--- config.mk ---
export PLATFORM = sky130hd
export DESIGN_NAME = fsb_painter_ctrl_flat
export DESIGN_NICKNAME = d
export VERILOG_FILES = /design/src/logic/fsb_pkg.sv /design/src/logic/fsb_link_if.sv /design/src/logic/fsb_painter_ctrl.sv /design/src/flat_wrapper.sv
export VERILOG_INCLUDE_DIRS = /design/src /design/src/logic
export SDC_FILE = /design/constraint.sdc
export NUM_CORES = 1
export LEC_CHECK = 0
export CAP_MARGIN = 20
export CORE_MARGIN = 1.5
export CORE_UTILIZATION = 25
export CTS_CLUSTER_SIZE = 25
export DETAILED_ROUTE_END_ITERATION = 10
export DONT_BUFFER_PORTS = 1
export PLACE_DENSITY_LB_ADDON = 0.12
export SYNTH_ARGS = -nofsm -noshare
export SYNTH_HDL_FRONTEND = slang
export SYNTH_SLANG_ARGS = --single-unit
--- constraint.sdc ---
create_clock -name aclk -period 1.9 [get_ports aclk]
set_input_delay 0.38 -clock aclk [delete_from_list [all_inputs] [get_ports aclk]]
set_output_delay 0.38 -clock aclk [all_outputs]
set_load 0.05 [all_outputs]
--- src/logic/fsb_map.svh ---
// Purpose: offsets, fields and timing counts of the frame_store controller pair
// Assumes: 50 MHz aclk, 16-bit painter_internal_bus words
// Notes:   counts derive from times; least times round up
`ifndef FSB_MAP_SVH
`define FSB_MAP_SVH

`define FSB_CLK_NS        20
`define FSB_ACC_NS        120
`define FSB_ACC_CYC       ((`FSB_ACC_NS + `FSB_CLK_NS - 1) / `FSB_CLK_NS)
`define FSB_REF_NS        120
`define FSB_REF_CYC       ((`FSB_REF_NS + `FSB_CLK_NS - 1) / `FSB_CLK_NS)
`define FSB_REF_INT_NS    15600
`define FSB_REF_INT_CYC   (`FSB_REF_INT_NS / `FSB_CLK_NS)
`define FSB_RMW_WAIT      4

// high pointer word: upper address bits and mode
`define FSB_HI_ADDR_W     4
`define FSB_HI_RMW_BIT    15

// host register offsets
`define FSB_OFF_CMD       32'h0000_0000
`define FSB_OFF_STAT      32'h0000_0004
`define FSB_OFF_RDAT      32'h0000_0008

// command register fields
`define FSB_CMD_LDHI      16
`define FSB_CMD_LDLO      17
`define FSB_CMD_START     18
`define FSB_CMD_WR        19
`define FSB_CMD_RD        20

// status register fields
`define FSB_ST_READY      0
`define FSB_ST_BUSY       1
`define FSB_ST_ERR        2
`define FSB_ST_RMW        3

`define FSB_RESP_OKAY     2'h0
`define FSB_RESP_SLVERR   2'h2

`endif

--- src/logic/fsb_pkg.sv ---
// Purpose: types shared by both ends of the frame_store link
// Assumes: widths written as literals; fsb_map.svh is not included
// Notes:   one packed state struct per end
package fsb_pkg;

   typedef enum logic [2:0] {DS_IDLE, DS_REF, DS_READ, DS_WRITE, DS_OPEN} fsb_dev_e;

   typedef struct packed {
      fsb_dev_e    st;
      logic        ready;
      logic        rmw;
      logic [3:0]  hi;
      logic [15:0] lo;
      logic [15:0] rdat;
      logic [15:0] wdat;
      logic [7:0]  cnt;
      logic        ref_pend;
   } fsb_dev_s;

   typedef struct packed {
      logic        aw_have;
      logic [31:0] awaddr;
      logic        w_have;
      logic [31:0] wdata;
      logic [3:0]  wstrb;
      logic        awready;
      logic        wready;
      logic        bvalid;
      logic [1:0]  bresp;
      logic        arready;
      logic        rvalid;
      logic [31:0] rdata;
      logic [1:0]  rresp;
      logic        pend;
      logic [20:0] cmd;
      logic        settle;
      logic        ld_hi;
      logic        ld_lo;
      logic        start_rd;
      logic        wr_ld;
      logic [15:0] bus;
      logic        rmw;
      logic [2:0]  wait_cnt;
      logic        lo_set;
      logic        start_seen;
      logic        err;
      logic [15:0] rdcap;
   } fsb_host_s;

endpackage

--- src/logic/fsb_link_if.sv ---
// Purpose: painter_internal_bus link between microcode side and frame_store controller
// Assumes: both ends on aclk
// Notes:   strobes are one-cycle pulses
`timescale 1ns/1ps
`default_nettype none
interface fsb_link_if;
   logic        ld_hi;
   logic        ld_lo;
   logic        start_rd;
   logic        wr_ld;
   logic [15:0] bus_data;
   logic        ready;
   logic [15:0] rd_data;

   modport dev  (input ld_hi, ld_lo, start_rd, wr_ld, bus_data, output ready, rd_data);
   modport host (output ld_hi, ld_lo, start_rd, wr_ld, bus_data, input ready, rd_data);
endinterface
`default_nettype wire

--- src/logic/fsb_painter_ctrl.sv ---
// Purpose: microcode-side end: AXI4-Lite command registers driving the link
// Assumes: device end on the same aclk
// Notes:   one command at a time; waits on ready, on a count only after rmw entry
`timescale 1ns/1ps
`default_nettype none
`include "fsb_map.svh"
module fsb_painter_ctrl (
   // clock and reset
   input  wire logic        aclk,
   input  wire logic        aresetn,
   // AXI4-Lite write
   input  wire logic [31:0] s_axi_awaddr,
   input  wire logic        s_axi_awvalid,
   output logic             s_axi_awready,
   input  wire logic [31:0] s_axi_wdata,
   input  wire logic [3:0]  s_axi_wstrb,
   input  wire logic        s_axi_wvalid,
   output logic             s_axi_wready,
   output logic [1:0]       s_axi_bresp,
   output logic             s_axi_bvalid,
   input  wire logic        s_axi_bready,
   // AXI4-Lite read
   input  wire logic [31:0] s_axi_araddr,
   input  wire logic        s_axi_arvalid,
   output logic             s_axi_arready,
   output logic [31:0]      s_axi_rdata,
   output logic [1:0]       s_axi_rresp,
   output logic             s_axi_rvalid,
   input  wire logic        s_axi_rready,
   // link to device end
   fsb_link_if.host         lnk
);
   fsb_pkg::fsb_host_s q, d;
   logic               rmw_new;
   logic               refuse;
   logic               hold;

   assign rmw_new = q.cmd[`FSB_HI_RMW_BIT];
   // microcode duties kept here: refuse what would corrupt the device
   assign refuse  = q.rmw && ((q.cmd[`FSB_CMD_LDLO] && q.lo_set)
                   || (q.cmd[`FSB_CMD_WR] && !q.start_seen));
   assign hold    = q.rmw && q.cmd[`FSB_CMD_LDLO] && q.cmd[`FSB_CMD_START]
                   && (q.wait_cnt != 3'h0);

   ////////////////////////////////////////////////////////////////////////////
   always_comb begin
      d          = q;
      d.ld_hi    = 1'b0;
      d.ld_lo    = 1'b0;
      d.start_rd = 1'b0;
      d.wr_ld    = 1'b0;
      d.settle   = 1'b0;
      if (q.wait_cnt != 3'h0) begin
         d.wait_cnt = q.wait_cnt - 3'h1;
      end
      // write channel: address and data in either order
      if (s_axi_awvalid && q.awready) begin
         d.aw_have = 1'b1;
         d.awaddr  = s_axi_awaddr;
      end
      if (s_axi_wvalid && q.wready) begin
         d.w_have = 1'b1;
         d.wdata  = s_axi_wdata;
         d.wstrb  = s_axi_wstrb;
      end
      if (q.bvalid && s_axi_bready) begin
         d.bvalid = 1'b0;
      end
      if (q.aw_have && q.w_have && !q.bvalid) begin
         d.aw_have = 1'b0;
         d.w_have  = 1'b0;
         d.bvalid  = 1'b1;
         d.bresp   = `FSB_RESP_OKAY;
         if (q.awaddr == `FSB_OFF_CMD && !q.pend && q.wstrb == 4'hF) begin
            d.pend = 1'b1;
            d.cmd  = q.wdata[20:0];
         end else if (q.awaddr == `FSB_OFF_STAT) begin
            if (q.wdata[`FSB_ST_ERR] && q.wstrb[0]) begin
               d.err = 1'b0;
            end
         end else begin
            // busy command register, partial write or unmapped
            d.bresp = `FSB_RESP_SLVERR;
         end
      end
      d.awready = !d.aw_have && !d.bvalid;
      d.wready  = !d.w_have && !d.bvalid;
      // read channel
      if (q.rvalid && s_axi_rready) begin
         d.rvalid = 1'b0;
      end
      if (s_axi_arvalid && q.arready) begin
         d.rvalid = 1'b1;
         d.rresp  = `FSB_RESP_OKAY;
         d.rdata  = 32'h0000_0000;
         if (s_axi_araddr == `FSB_OFF_STAT) begin
            d.rdata[`FSB_ST_READY] = lnk.ready;
            d.rdata[`FSB_ST_BUSY]  = q.pend;
            d.rdata[`FSB_ST_ERR]   = q.err;
            d.rdata[`FSB_ST_RMW]   = q.rmw;
         end else if (s_axi_araddr == `FSB_OFF_RDAT) begin
            d.rdata[15:0] = q.rdcap;
         end else if (s_axi_araddr == `FSB_OFF_CMD) begin
            d.rdata[20:0] = q.cmd;
         end else begin
            d.rresp = `FSB_RESP_SLVERR;
         end
      end
      d.arready = !d.rvalid;
      // issue: ready polled, skipping the cycle in which a strobe is on the link
      if (q.pend && lnk.ready && !q.settle && !hold) begin
         d.pend = 1'b0;
         if (refuse) begin
            d.err = 1'b1; // an error raised here beats a same-cycle clear
         end else begin
            d.bus      = q.cmd[15:0];
            d.ld_hi    = q.cmd[`FSB_CMD_LDHI];
            d.ld_lo    = q.cmd[`FSB_CMD_LDLO];
            // start rides along with a data load; the device drops it
            d.start_rd = q.cmd[`FSB_CMD_START];
            d.wr_ld    = q.cmd[`FSB_CMD_WR];
            d.settle   = 1'b1;
            if (q.cmd[`FSB_CMD_RD]) begin
               d.rdcap = lnk.rd_data;
            end
            if (q.cmd[`FSB_CMD_START] && !q.cmd[`FSB_CMD_WR]) begin
               d.start_seen = 1'b1;
            end
            if (q.cmd[`FSB_CMD_LDLO] && q.rmw) begin
               d.lo_set = 1'b1;
            end
            if (q.cmd[`FSB_CMD_LDHI]) begin
               d.rmw = rmw_new;
               if (rmw_new && !q.rmw) begin
                  d.wait_cnt   = 3'(`FSB_RMW_WAIT);
                  d.lo_set     = 1'b0;
                  d.start_seen = 1'b0;
               end
            end
         end
      end
   end

   ////////////////////////////////////////////////////////////////////////////
   always_ff @(posedge aclk) begin
      if (!aresetn) begin
         q <= '0;
      end else begin
         q <= d;
      end
   end

   assign s_axi_awready = q.awready;
   assign s_axi_wready  = q.wready;
   assign s_axi_bvalid  = q.bvalid;
   assign s_axi_bresp   = q.bresp;
   assign s_axi_arready = q.arready;
   assign s_axi_rvalid  = q.rvalid;
   assign s_axi_rdata   = q.rdata;
   assign s_axi_rresp   = q.rresp;
   assign lnk.ld_hi     = q.ld_hi;
   assign lnk.ld_lo     = q.ld_lo;
   assign lnk.start_rd  = q.start_rd;
   assign lnk.wr_ld     = q.wr_ld;
   assign lnk.bus_data  = q.bus;
endmodule
`default_nettype wire

--- src/flat_wrapper.sv ---
// flat-port wrapper written by rule: the top's interface ports become plain ports
module fsb_painter_ctrl_flat 
  (aclk, aresetn, s_axi_awaddr, s_axi_awvalid, s_axi_awready, s_axi_wdata, s_axi_wstrb, s_axi_wvalid, s_axi_wready, s_axi_bresp, s_axi_bvalid, s_axi_bready, s_axi_araddr, s_axi_arvalid, s_axi_arready, s_axi_rdata, s_axi_rresp, s_axi_rvalid, s_axi_rready, lnk_ld_hi, lnk_ld_lo, lnk_start_rd, lnk_wr_ld, lnk_bus_data, lnk_ready, lnk_rd_data);
  fsb_link_if lnk_i ();
  input  wire logic aclk;
  input  wire logic aresetn;
  input  wire logic [31:0] s_axi_awaddr;
  input  wire logic s_axi_awvalid;
  output logic s_axi_awready;
  input  wire logic [31:0] s_axi_wdata;
  input  wire logic [3:0] s_axi_wstrb;
  input  wire logic s_axi_wvalid;
  output logic s_axi_wready;
  output logic [1:0] s_axi_bresp;
  output logic s_axi_bvalid;
  input  wire logic s_axi_bready;
  input  wire logic [31:0] s_axi_araddr;
  input  wire logic s_axi_arvalid;
  output logic s_axi_arready;
  output logic [31:0] s_axi_rdata;
  output logic [1:0] s_axi_rresp;
  output logic s_axi_rvalid;
  input  wire logic s_axi_rready;
  output wire logic [$bits(lnk_i.ld_hi)-1:0] lnk_ld_hi;
  output wire logic [$bits(lnk_i.ld_lo)-1:0] lnk_ld_lo;
  output wire logic [$bits(lnk_i.start_rd)-1:0] lnk_start_rd;
  output wire logic [$bits(lnk_i.wr_ld)-1:0] lnk_wr_ld;
  output wire logic [$bits(lnk_i.bus_data)-1:0] lnk_bus_data;
  input wire logic [$bits(lnk_i.ready)-1:0] lnk_ready;
  input wire logic [$bits(lnk_i.rd_data)-1:0] lnk_rd_data;
  assign lnk_ld_hi = lnk_i.ld_hi;
  assign lnk_ld_lo = lnk_i.ld_lo;
  assign lnk_start_rd = lnk_i.start_rd;
  assign lnk_wr_ld = lnk_i.wr_ld;
  assign lnk_bus_data = lnk_i.bus_data;
  assign lnk_i.ready = lnk_ready;
  assign lnk_i.rd_data = lnk_rd_data;
  fsb_painter_ctrl u_core (.aclk(aclk), .aresetn(aresetn), .s_axi_awaddr(s_axi_awaddr), .s_axi_awvalid(s_axi_awvalid), .s_axi_awready(s_axi_awready), .s_axi_wdata(s_axi_wdata), .s_axi_wstrb(s_axi_wstrb), .s_axi_wvalid(s_axi_wvalid), .s_axi_wready(s_axi_wready), .s_axi_bresp(s_axi_bresp), .s_axi_bvalid(s_axi_bvalid), .s_axi_bready(s_axi_bready), .s_axi_araddr(s_axi_araddr), .s_axi_arvalid(s_axi_arvalid), .s_axi_arready(s_axi_arready), .s_axi_rdata(s_axi_rdata), .s_axi_rresp(s_axi_rresp), .s_axi_rvalid(s_axi_rvalid), .s_axi_rready(s_axi_rready), .lnk(lnk_i));
endmodule
# Word-level counts from Yosys, hierarchy flattened
# Cells that the tools add are included.
# W data, S select, Z words.
[op_classes]
add_sub_neg = 1
eq_ne = 4
n_mux = 32
bitwise_logic = 3
n_reduce_logical = 45
[op_table]
columns = ["op", "n"]
rows = [
  ["$eq A32 B3 Y1 const B", 2],
  ["$logic_not A32 Y1", 2],
  ["$mux W16", 3],
  ["$mux W37", 1],
  ["$mux W35", 1],
  ["$mux W33", 1],
  ["$eq A32 B4 Y1 const B", 1],
  ["$mux W27", 1],
  ["$logic_and A1 B1 Y1", 23],
  ["$mux W22", 1],
  ["$mux W21", 1],
  ["$mux W17", 1],
  ["$logic_not A1 Y1", 11],
  ["$mux W1", 11],
  ["$mux W2", 5],
  ["$mux W5", 2],
  ["$mux W3", 2],
  ["$mux W6", 1],
  ["$reduce_and A2 Y1", 3],
  ["$reduce_and A3 Y1", 2],
  ["$eq A4 B4 Y1 const B", 1],
  ["$mux W4", 1],
  ["$not A1 Y1", 3],
  ["$reduce_bool A3 Y1", 1],
  ["other kinds (4)", 4],
]
[totals]
reg_bits = 166
out_inout_bits = 61

# Logic depth before layout (Yosys ltp)
# Gate-level depths: netlist of the first run.
[depth]
depth_word = 7
ltp_mapped = 7
mapped_depth_nobuf = 6

# Least setup slack after synthesis of the first run
# No wires, ideal clock.
[synth_timing]
kind = "reg2reg"
from = "register u_core.q (netlist bit u_core.s_axi_bvalid)"
to = "register u_core.q[45] in the netlist's numbering"
setup_time_ns = 0.072
t_arrival_ns = 1.883
setup_slack_ns = -0.055
stages_incl_launch_ff = 6
n_path_buf = 1
synth_period_minus_slack_ns = 1.955
cell_sequence = "dfxtp_1 -> nand3b_1 -> or4_4 -> nor4_4 -> buf_6 -> mux2i_1"
[synth_via]
elab_chain_len = 3
[synth_rtl]
columns = ["element", "line_no", "rtl"]
rows = [
  ["start, declared", "fsb_painter_ctrl.sv:33", "fsb_pkg::fsb_host_s q, d;"],
  ["start signal, assigned", "fsb_painter_ctrl.sv:147", "q <= '0;"],
  ["start signal, assigned", "fsb_painter_ctrl.sv:149", "q <= d;"],
  ["$logic_not A1 Y1", "fsb_painter_ctrl.sv:69", "if (q.aw_have && q.w_have && !q.bvalid) begin"],
  ["$logic_and A1 B1 Y1", "fsb_painter_ctrl.sv:69", ""],
  ["$reduce_and A2 Y1 (no line)", "n/a", ""],
]
# No other way between the ends.
# A chain may end at the register's enable or synchronous reset.

# Worst setup path after layout of the first run
[layout_timing]
from = "register u_core.q (netlist bit u_core.s_axi_bvalid)"
to = "register u_core.q[47] in the netlist's numbering"
# Same word-level chain as after synthesis.

==> results.txt, run 1 <==
The flow ran to the end, and the final reports show no timing, DRC or antenna violations. In this run the power spent charging and discharging nets is 1.75 mW. The number of nets in the layout came out at 852.

The layout-stage area growth over the synthesis result is 11.3%. The ratio of total power to cell area works out to 1010 mW/mm^2. The most common flop cell mapped by yosys was dfxtp_1. Across every metal layer, demand over resource in global routing totals 13.2%. The die extent in y came out at 166 microns. The total number of vias was 4917; the number of register bits inferred by synthesis was 153. The static leakage came out at 2.59 nW. For the worst-skew pair, the clock arrives at the later sink with an insertion delay of 0.42 ns. Switching fraction of total power: 23.5%. Clock period minus worst slack: 1.79 ns.

STA classifies the critical path endpoint as a flop. Along the worst path, the maximum fanout reaches 22. The tools report the first-pass iteration count of the detailed router as 4.

In this run the horizontal extent of the chip is 166 microns. After the first detailed-routing iteration, the DRC count stood at 250. The worst register-to-register path begins at u_core.s_axi_bvalid. The total negative setup slack is 0 ns, and the final number of max-transition violations is 0. The number of placed instances with taps included is 1040, and the final instance area is 0.00739 sq mm. For this run, the number of Yosys warnings is 0. On the final layout, the worst hold slack is 0.0862 ns. Buffer cell driving the clock tree root: clkbuf_16.

Of the available clock period, the critical path in the final layout requires 94.3%. The overall die area is 0.0276 sq mm, and the part of the power in registers is 45.3%. The internal power of the cells totals 5.71 mW.

Once placement finished, the instance area stood at 0.00674 sq mm. The first global-routing pass estimated 28200 microns of wire. The final hold violation count is 0, and the number of fill cells is 2788. After floorplanning, the core was divided into 59 placement rows. Per report_power, the combinational group accounts for 7.0% of the total.

The final-report setup violation count came out at 0. The routability congestion estimate from global placement is 0.736, and the number of max-cap violations is 0. The logs give 47.7% for the clock network fraction of design power and 17 for the number of CTS-inserted buffers.

The run gives 46.1% as the share of synthesized area occupied by flip-flops and latches. The count of buffers added on input and output ports is 0. The core region is 0.0261 sq mm. For this run, the number of standard cells in the final layout without fillers is 1073. For this configuration, the core starts out at a cell density of 25.5%. The clock input transition at the sequential cells of the worst setup and hold paths came out at 0.07 ns. In this run the top signal layer used is met5. The total design power came out at 7.46 mW. The number of flops mapped to enable cells by yosys was 0; the total met2 wirelength after detailed routing was 8230 microns. The worst hold path was traced through 2 stages. The repair_antennas step left the layout with diodes totalling 0. The via density per instance came out at 4.58. The kind of start point of the critical path is a flop. The run gives 0.0105 ns as the setup clock skew after layout. The endpoint identified for the worst register-to-register timing path is u_core.q[47].

Path class of the lowest-slack min-delay path: in -> reg. No sink is reached through more buffers than the 2 on the longest clock path. The path with the worst hold slack has its endpoint at u_core.q[162]. For the data required time at the worst endpoint, the log shows 2.24 ns. The tools report the placed wire-length estimate as 13000 microns. TritonCTS built the clock tree. For this design, the CTS-stage hold fixing added 0 buffers.

For this design, the sink count on the clock tree is 153. For this run, the top clock speed supported by timing is 0.558 GHz. Cells with a size suffix above 1 make up 8.81% of the layout. After detailed routing, the wire length on met1 is 7990 microns.

For the pin with the worst max-slew slack, the measured transition is 0.597 ns. For the worst flop-to-flop path, the logic depth is 5. OpenSTA, run right after detailed placement, puts the worst setup slack at -0.142 ns. Setup slack on the worst reg-to-reg path comes out at 0.11 ns. Maximum vdd drop: 487 uV. Entering global routing, the biggest net connects 186 pins.

The most common cell after layout, fill and taps aside is nand2_1. The number of antenna violations at the first check in global routing was 1. Setup repair after global routing left no endpoint under its margin. After detailed routing, the number of remaining DRC violations is 0.

The tools report the start point of the worst min-delay path as s_axi_awaddr[18]. The tools report the total congestion overflow as 0. In the detailed route, the total length drawn on met3 is 1650 microns.

The top cell types in the final layout, fill and taps aside, are 203 x nand2_1, 152 x dfxtp_1, 43 x mux2i_1, 41 x a21boi_0, 39 x a21boi_1. In the synthesized netlist the async set-or-reset flop fraction comes to 0%. In this run the number of H-tree levels came out at 4. The number of global-route vias before repair was 5004. In this run the cell area of the synthesized design comes to 0.00664 sq mm.

Counting distinct cell types in the post-synthesis netlist gives 48. At the end of the flow the core is filled with cells to 28.4%. The tools report the number of instances in the synthesized netlist as 775.

After detailed routing, the average wire length per cell comes to 16.8 microns. The average instance in the mapped netlist occupies 8.57 sq um. Data arrives at the worst endpoint at 2.13 ns. The top-level port count was 185.

The tools report the detailed-route wire length as 18100 microns. The critical path is of the reg -> reg type. Once detail routing completed, the nets flagged for antenna violations numbered 0. The worst path meets setup with 0.108 ns of slack. The worst pin sits at a relative slew slack of 60.2%.
==> cell usage after synthesis (all sizes together) (7+ instances only) <==
cell type  instances  area share, %
a21boi            80            9.0
and2               7           0.66
buf               59            6.6
clkbuf            48            2.7
dfxtp            153             46
inv               15           0.85
mux2i             43            6.5
nand2            203             11
nand3             35            2.7
nand4             15            1.4
nor2              13           0.73
nor2b              7           0.66
nor4              15            1.6
o211ai            11            1.2
o21ai             20            1.5
==> worst max path at each step <==
stage | start | end | slack, ns | depth (start not counted)
2_1_floorplan | u_core.s_axi_arready | u_core.s_axi_rdata[15] | 0.04 | 6
3_3_place_gp | u_core.q[160] | u_core.q[16] | -0.14 | 5
3_5_place_dp | u_core.q[160] | u_core.q[16] | -0.14 | 5
4_1_cts | u_core.q[160] | u_core.q[47] | 0.07 | 6
5_1_grt | u_core.q[176] | u_core.q[47] | 0.02 | 5
6_report | u_core.s_axi_bvalid | u_core.q[47] | 0.11 | 5
==> state kept, by name, indices dropped and copies added (netlist names) <==
register	cells
u_core.s_axi_awready	1
u_core.s_axi_rdata	21
u_core.s_axi_rresp	1
u_core.s_axi_wready	1
u_core.lnk.bus_data	16
u_core.lnk.wr_ld	1
u_core.lnk.ld_lo	1
u_core.lnk.start_rd	1
u_core.s_axi_arready	1
u_core.q	105
u_core.s_axi_rvalid	1
u_core.s_axi_bresp	1
u_core.lnk.ld_hi	1
u_core.s_axi_bvalid	1
==> power groups by stage <==
stage | logic [mW] | clock network, mW | registers (mW)
floorplan | 0.466 | 0 | 3.45
global placement | 0.491 | 0 | 3.44
detailed placement | 0.509 | 0 | 3.45
CTS | 0.521 | 3.69 | 3.38
global route | 0.575 | 3.84 | 3.39
finish | 0.521 | 3.56 | 3.38
==> timing repair <==
action | CTS | global route
gates resized for setup | 2 | 2
buffers inserted | 1 | 1
hold endpoints to repair | 0 | 0
pin swaps | 1 | 1
endpoints found under the setup margin | 23 | 5
==> cell families after synthesis <==
kind of cell             count (synthesis)  share of synthesized area (%)
AND/OR/NAND/NOR                        320                           22.0
flip-flops                             153                           46.1
AO/OA/AOI/OAI                          132                           14.5
buffers and inverters                  122                           10.1
multiplexers                            44                           6.65
adder cells (fa/ha/maj)                  2                          0.377
other                                    1                         0.0565
XOR/XNOR                                 1                          0.132
==> cell type report <==
class | instances | area, sq um | share of cell area [%]
clock buffers | 20 | 437 | 5.91
clock inverters | 11 | 173 | 2.34
inverters | 15 | 56.3 | 0.762
multi-input cells | 512 | 2980 | 40.3
flip-flops and latches | 153 | 3060 | 41.4
well taps | 335 | 419 | 5.67
repair buffers | 27 | 265 | 3.59
==> critical path, stage by stage, from the launching register on <==
cell,delay [ns]
dfxtp_2,0.32
nand3b_1,0.21
or4_4,0.52
nor4_4,0.20
buf_12,0.24
mux2i_1,0.22
==> per-layer routing <==
layer / GRT usage, % / vias to the layer above
met1: 16.0 / 2285
met4: 3.72 / 2
met5: 0 / -
met2: 21.0 / 148
met3: 6.15 / 14
li1: - / 2468
(Power assumes the default switching activity.)
==> run 2, diff against run 1 <==
--- a/config.mk
+++ b/config.mk
@@ -6,13 +6,15 @@
 export SDC_FILE = /design/constraint.sdc
 export NUM_CORES = 1
 export LEC_CHECK = 0
-export CAP_MARGIN = 20
+export CAP_MARGIN = 15
 export CORE_MARGIN = 1.5
 export CORE_UTILIZATION = 25
 export CTS_CLUSTER_SIZE = 25
 export DETAILED_ROUTE_END_ITERATION = 10
 export DONT_BUFFER_PORTS = 1
 export PLACE_DENSITY_LB_ADDON = 0.12
+export SETUP_SLACK_MARGIN = 0.3
+export SLEW_MARGIN = 15
 export SYNTH_ARGS = -nofsm -noshare
 export SYNTH_HDL_FRONTEND = slang
 export SYNTH_SLANG_ARGS = --single-unit
==> run 2 against run 1 <==
  * Hold slack worse by 0.0034 ns
  * Utilization rose by 2.1 points
  * Register-to-register slack got worse by 0.06 ns
  * Fmax is 3.2% lower
  * Routed wire length up 5.9%
  * Sequential share of layout area down 2.7 points
  * Flip-flop and latch count unchanged
  * Critical path depth grew 3
  * Count of clock-buffer cells in the layout is 2 higher
  * Combinational power grew 25%
  * Sequential power about the same
  * Cell count up 2.0%
  * Critical path type unchanged
==> results.txt, run 2 (same netlist as run 1, synthesis figures left out) <==
The remaining max-slew budget at the tightest pin is 60.4% (+0.20 points), and the share of the clock period used by the worst path after layout is 97.5% (+3.2 points). The path class of the lowest-slack min-delay path is in -> reg. The logs give 871 (+2.2%) for the number of nets in the layout and 0 (unchanged) for the total congestion overflow. The maximum vdd drop is 472 uV (-3.1%), and the detailed-route wire length is 19100 microns (+5.9%).

Setup repair after global routing could not meet its margin everywhere. The floorplan die width was 166 microns (unchanged); the placed wire-length estimate was 13100 microns (+0.38%). The switching power is 1.84 mW (+5.2%). The logic depth of the worst register-to-register path came out at 8 (+3). The logs give 25.5% (unchanged) for the initial cell density of the core and 0.0128 ns (+0.00235 ns) for the setup clock skew after layout. The signal arrival time at the worst endpoint is 2.20 ns (+0.07 ns). The logs give 2732 (-2.0%) for the number of fill cells and 59 (unchanged) for the number of rows in the core area.

The logs give 0.00793 sq mm (+7.3%) for the final instance area and 0.00321 sq mm (+7.7%) for the area used by multi-input combinational logic. Clock sink total: 153 (unchanged). The detailed-route wire length per cell is 17.5 microns (+3.9%), and the number of max-cap violations is 0 (unchanged). The largest fanout on the critical path came out at 6 (-73%). The critical path start-end classification is reg -> reg.

Flip-flop count of the largest register after layout: 105 (unchanged). Leaving out fill and tap cells, the most frequent cells in the layout are 203 x nand2_1, 145 x dfxtp_1, 43 x mux2i_1, 41 x a21boi_0, 36 x a21boi_1. The area of the core came out at 0.0261 sq mm (unchanged). The run gives 4 (unchanged) as the H-tree depth. The number of CTS-inserted buffers was 17 (unchanged); the worst hold path depth was 2 (unchanged). The standard cell area after detailed placement came out at 0.00674 sq mm (about the same).

Number of I/O port buffers: 0 (unchanged). The number of buffers on the longest clock path is 2 (unchanged). The startpoint identified for the worst hold timing path is s_axi_awaddr[16]. The total number of vias was 5079 (+3.3%).

The layout-stage area growth over the synthesis result is 19.4%, and the number of antenna violations at the first check in global routing is 2 (+1). The tools report the part of the power in combinational logic as 8.4% (+1.4 points). The static leakage is 2.76 nW (+6.6%). The logs give 0 (unchanged) for the hold-fix buffer count after cts and 13.5% (+0.22 points) for the total track usage. For the flip-flop and latch area, the log shows 0.00308 sq mm (+0.45%). The clock network fraction of design power was 47.7% (about the same); the final-report setup violation count was 0 (unchanged).

The clock period minus worst slack is 1.85 ns (+0.0599 ns), and the post-route antenna net violation count is 0 (unchanged). The via density per instance is 4.64 (+1.3%). Filler-free cell count of the finished design: 1094 (+2.0%). The fraction of layout cells with a size suffix above 1 was 16.5% (+7.7 points). The worst hold path terminates at u_core.q[160]. The largest net degree at the start of global routing was 186 (unchanged). The run gives 185 (unchanged) as the top-level port count. The die extent in y came out at 166 microns (unchanged).

The final hold violation count was 0 (unchanged). The number of placed instances with taps included is 1041 (+0.096%). The worst setup path is launched from a flop. The tools report the first-pass iteration count of the detailed router as 4 (unchanged). The clock input transition at the sequential cells of the worst setup and hold paths is 0.06 ns (about the same), and the number of global-route vias before repair is 5068 (+1.3%). The run gives 0.744 (+1.1%) as the routability congestion estimate from global placement. In this run the critical register-to-register path is captured at u_core.q[51]. The data required time at the worst endpoint was 2.25 ns (about the same).

The startpoint of the most critical register-to-register path is u_core.q[160]. The slack of the worst reg-to-reg path came out at 0.05 ns (-0.06 ns). The flow ran to the end, and the final reports show no timing, DRC or antenna violations. Part of the power in registers: 43.9% (-1.4 points). For the number of design rule violations left after detail routing, the log shows 0 (unchanged). The clock latency at the later pin of the worst-skew pair was 0.42 ns (about the same); the maximum clock rate was 0.540 GHz (-3.2%).

The number of DRC markers after the initial detailed-route iteration is 249 (-0.40%). The slew of the pin with the lowest slew margin is 0.594 ns (-0.00297 ns). Leaving out fill and tap cells, the most frequent cell in the layout is nand2_1. The logs give 0 (unchanged) for the final number of max-transition violations and 0.0276 sq mm (unchanged) for the overall die area. The switching fraction of total power was 23.8% (+0.37 points); the wire length of the first global-routing pass was 28400 microns (+1.0%). TritonCTS built the clock tree.

STA classifies the critical path endpoint as a flop. The tools report the buffer cell driving the clock tree root as clkbuf_16. The internal power summed over all cells was 5.88 mW (+3.1%). The ratio of total power to cell area was 974 mW/mm^2 (-3.5%).

The register with the most flip-flops is u_core.q.
==> run 2: cell count changes in the layout (fill, tap and decap cells not counted), sizes merged <==
cell      previous run  this run
buf                 27        42
clkinv               2         3
clkbuf              20        26
clkinvlp             4         2
diode                0         1
==> run 2: cell type report <==
cell class / count / area share, %
tap: 335 / 5.28
antenna: 1 / 0.0315
sequential: 153 / 38.8
timing repair buffer: 46 / 6.80
clock inverter: 10 / 2.10
clock buffer: 22 / 5.85
inverter: 15 / 0.710
multi-input combinational: 512 / 40.4
==> run 2: how the worst max path moves through the flow <==
stage / slack (ns) / start / endpoint / depth (start not counted)
floorplan: 0.09 / u_core.s_axi_bvalid / u_core.q[45] / 5
global placement: -0.003 / u_core.q[160] / u_core.q[16] / 6
detailed placement: 0.009 / u_core.q[160] / u_core.q[51] / 6
CTS: 0.02 / u_core.s_axi_bvalid / u_core.q[51] / 6
global route: -0.1 / u_core.q[160] / u_core.q[47] / 8
finish: 0.05 / u_core.q[160] / u_core.q[51] / 8
==> run 2: power by group through the flow <==
| stage | sequential (mW) | combinational (mW) | clock (mW) |
|---|---|---|---|
| floorplan | 3.45 | 0.499 | 0 |
| global placement | 3.45 | 0.507 | 0 |
| detailed placement | 3.45 | 0.528 | 0 |
| CTS | 3.38 | 0.574 | 3.78 |
| global route | 3.40 | 0.713 | 3.90 |
| finish | 3.39 | 0.652 | 3.68 |
==> run 2: through the flow <==
| step | hold WS [ns] | setup TNS, ns | setup slack [ns] | total power [mW] | util (%) |
|---|---|---|---|---|---|
| 6_report | 0.0828 | 0 | 0.0477 | 7.73 | 30.4 |
| 3_3_place_gp | 0.442 | -0.00313 | -0.00313 | 3.96 | 25.9 |
| 4_1_cts | 0.0643 | 0 | 0.0226 | 7.73 | 29.0 |
| 3_5_place_dp | 0.448 | 0 | 0.00925 | 3.98 | 25.9 |
| 5_1_grt | 0.0705 | -1.22 | -0.0957 | 8.01 | 30.4 |
| 2_1_floorplan | 0.429 | 0 | 0.0937 | 3.95 | - |
==> run 2: what timing repair did <==
item                       in CTS  in global routing
setup buffers                   6                  7
cloned                          3                  4
gates resized for setup        15                 50
pin swaps                       6                 24
setup endpoints to repair      42                 74
hold endpoints to repair        0                  0
==> run 2: critical path, cell delays in order (launching register included) <==
cell and delay [ns]:
dfxtp_2 0.32, nor4_2 0.27, buf_4 0.15, nand4_1 0.09, buf_6 0.15, nor4_4 0.25, buf_6 0.20, buf_12 0.14
mux2i_1 0.20
==> run 2: per-layer routing <==
layer	track usage [%]	up-vias	wire length, microns
li1	-	2520	-
met1	15.8	2389	8360
met2	21.9	146	8960
met3	5.43	22	1480
met4	5.25	2	329
met5	0	-	17
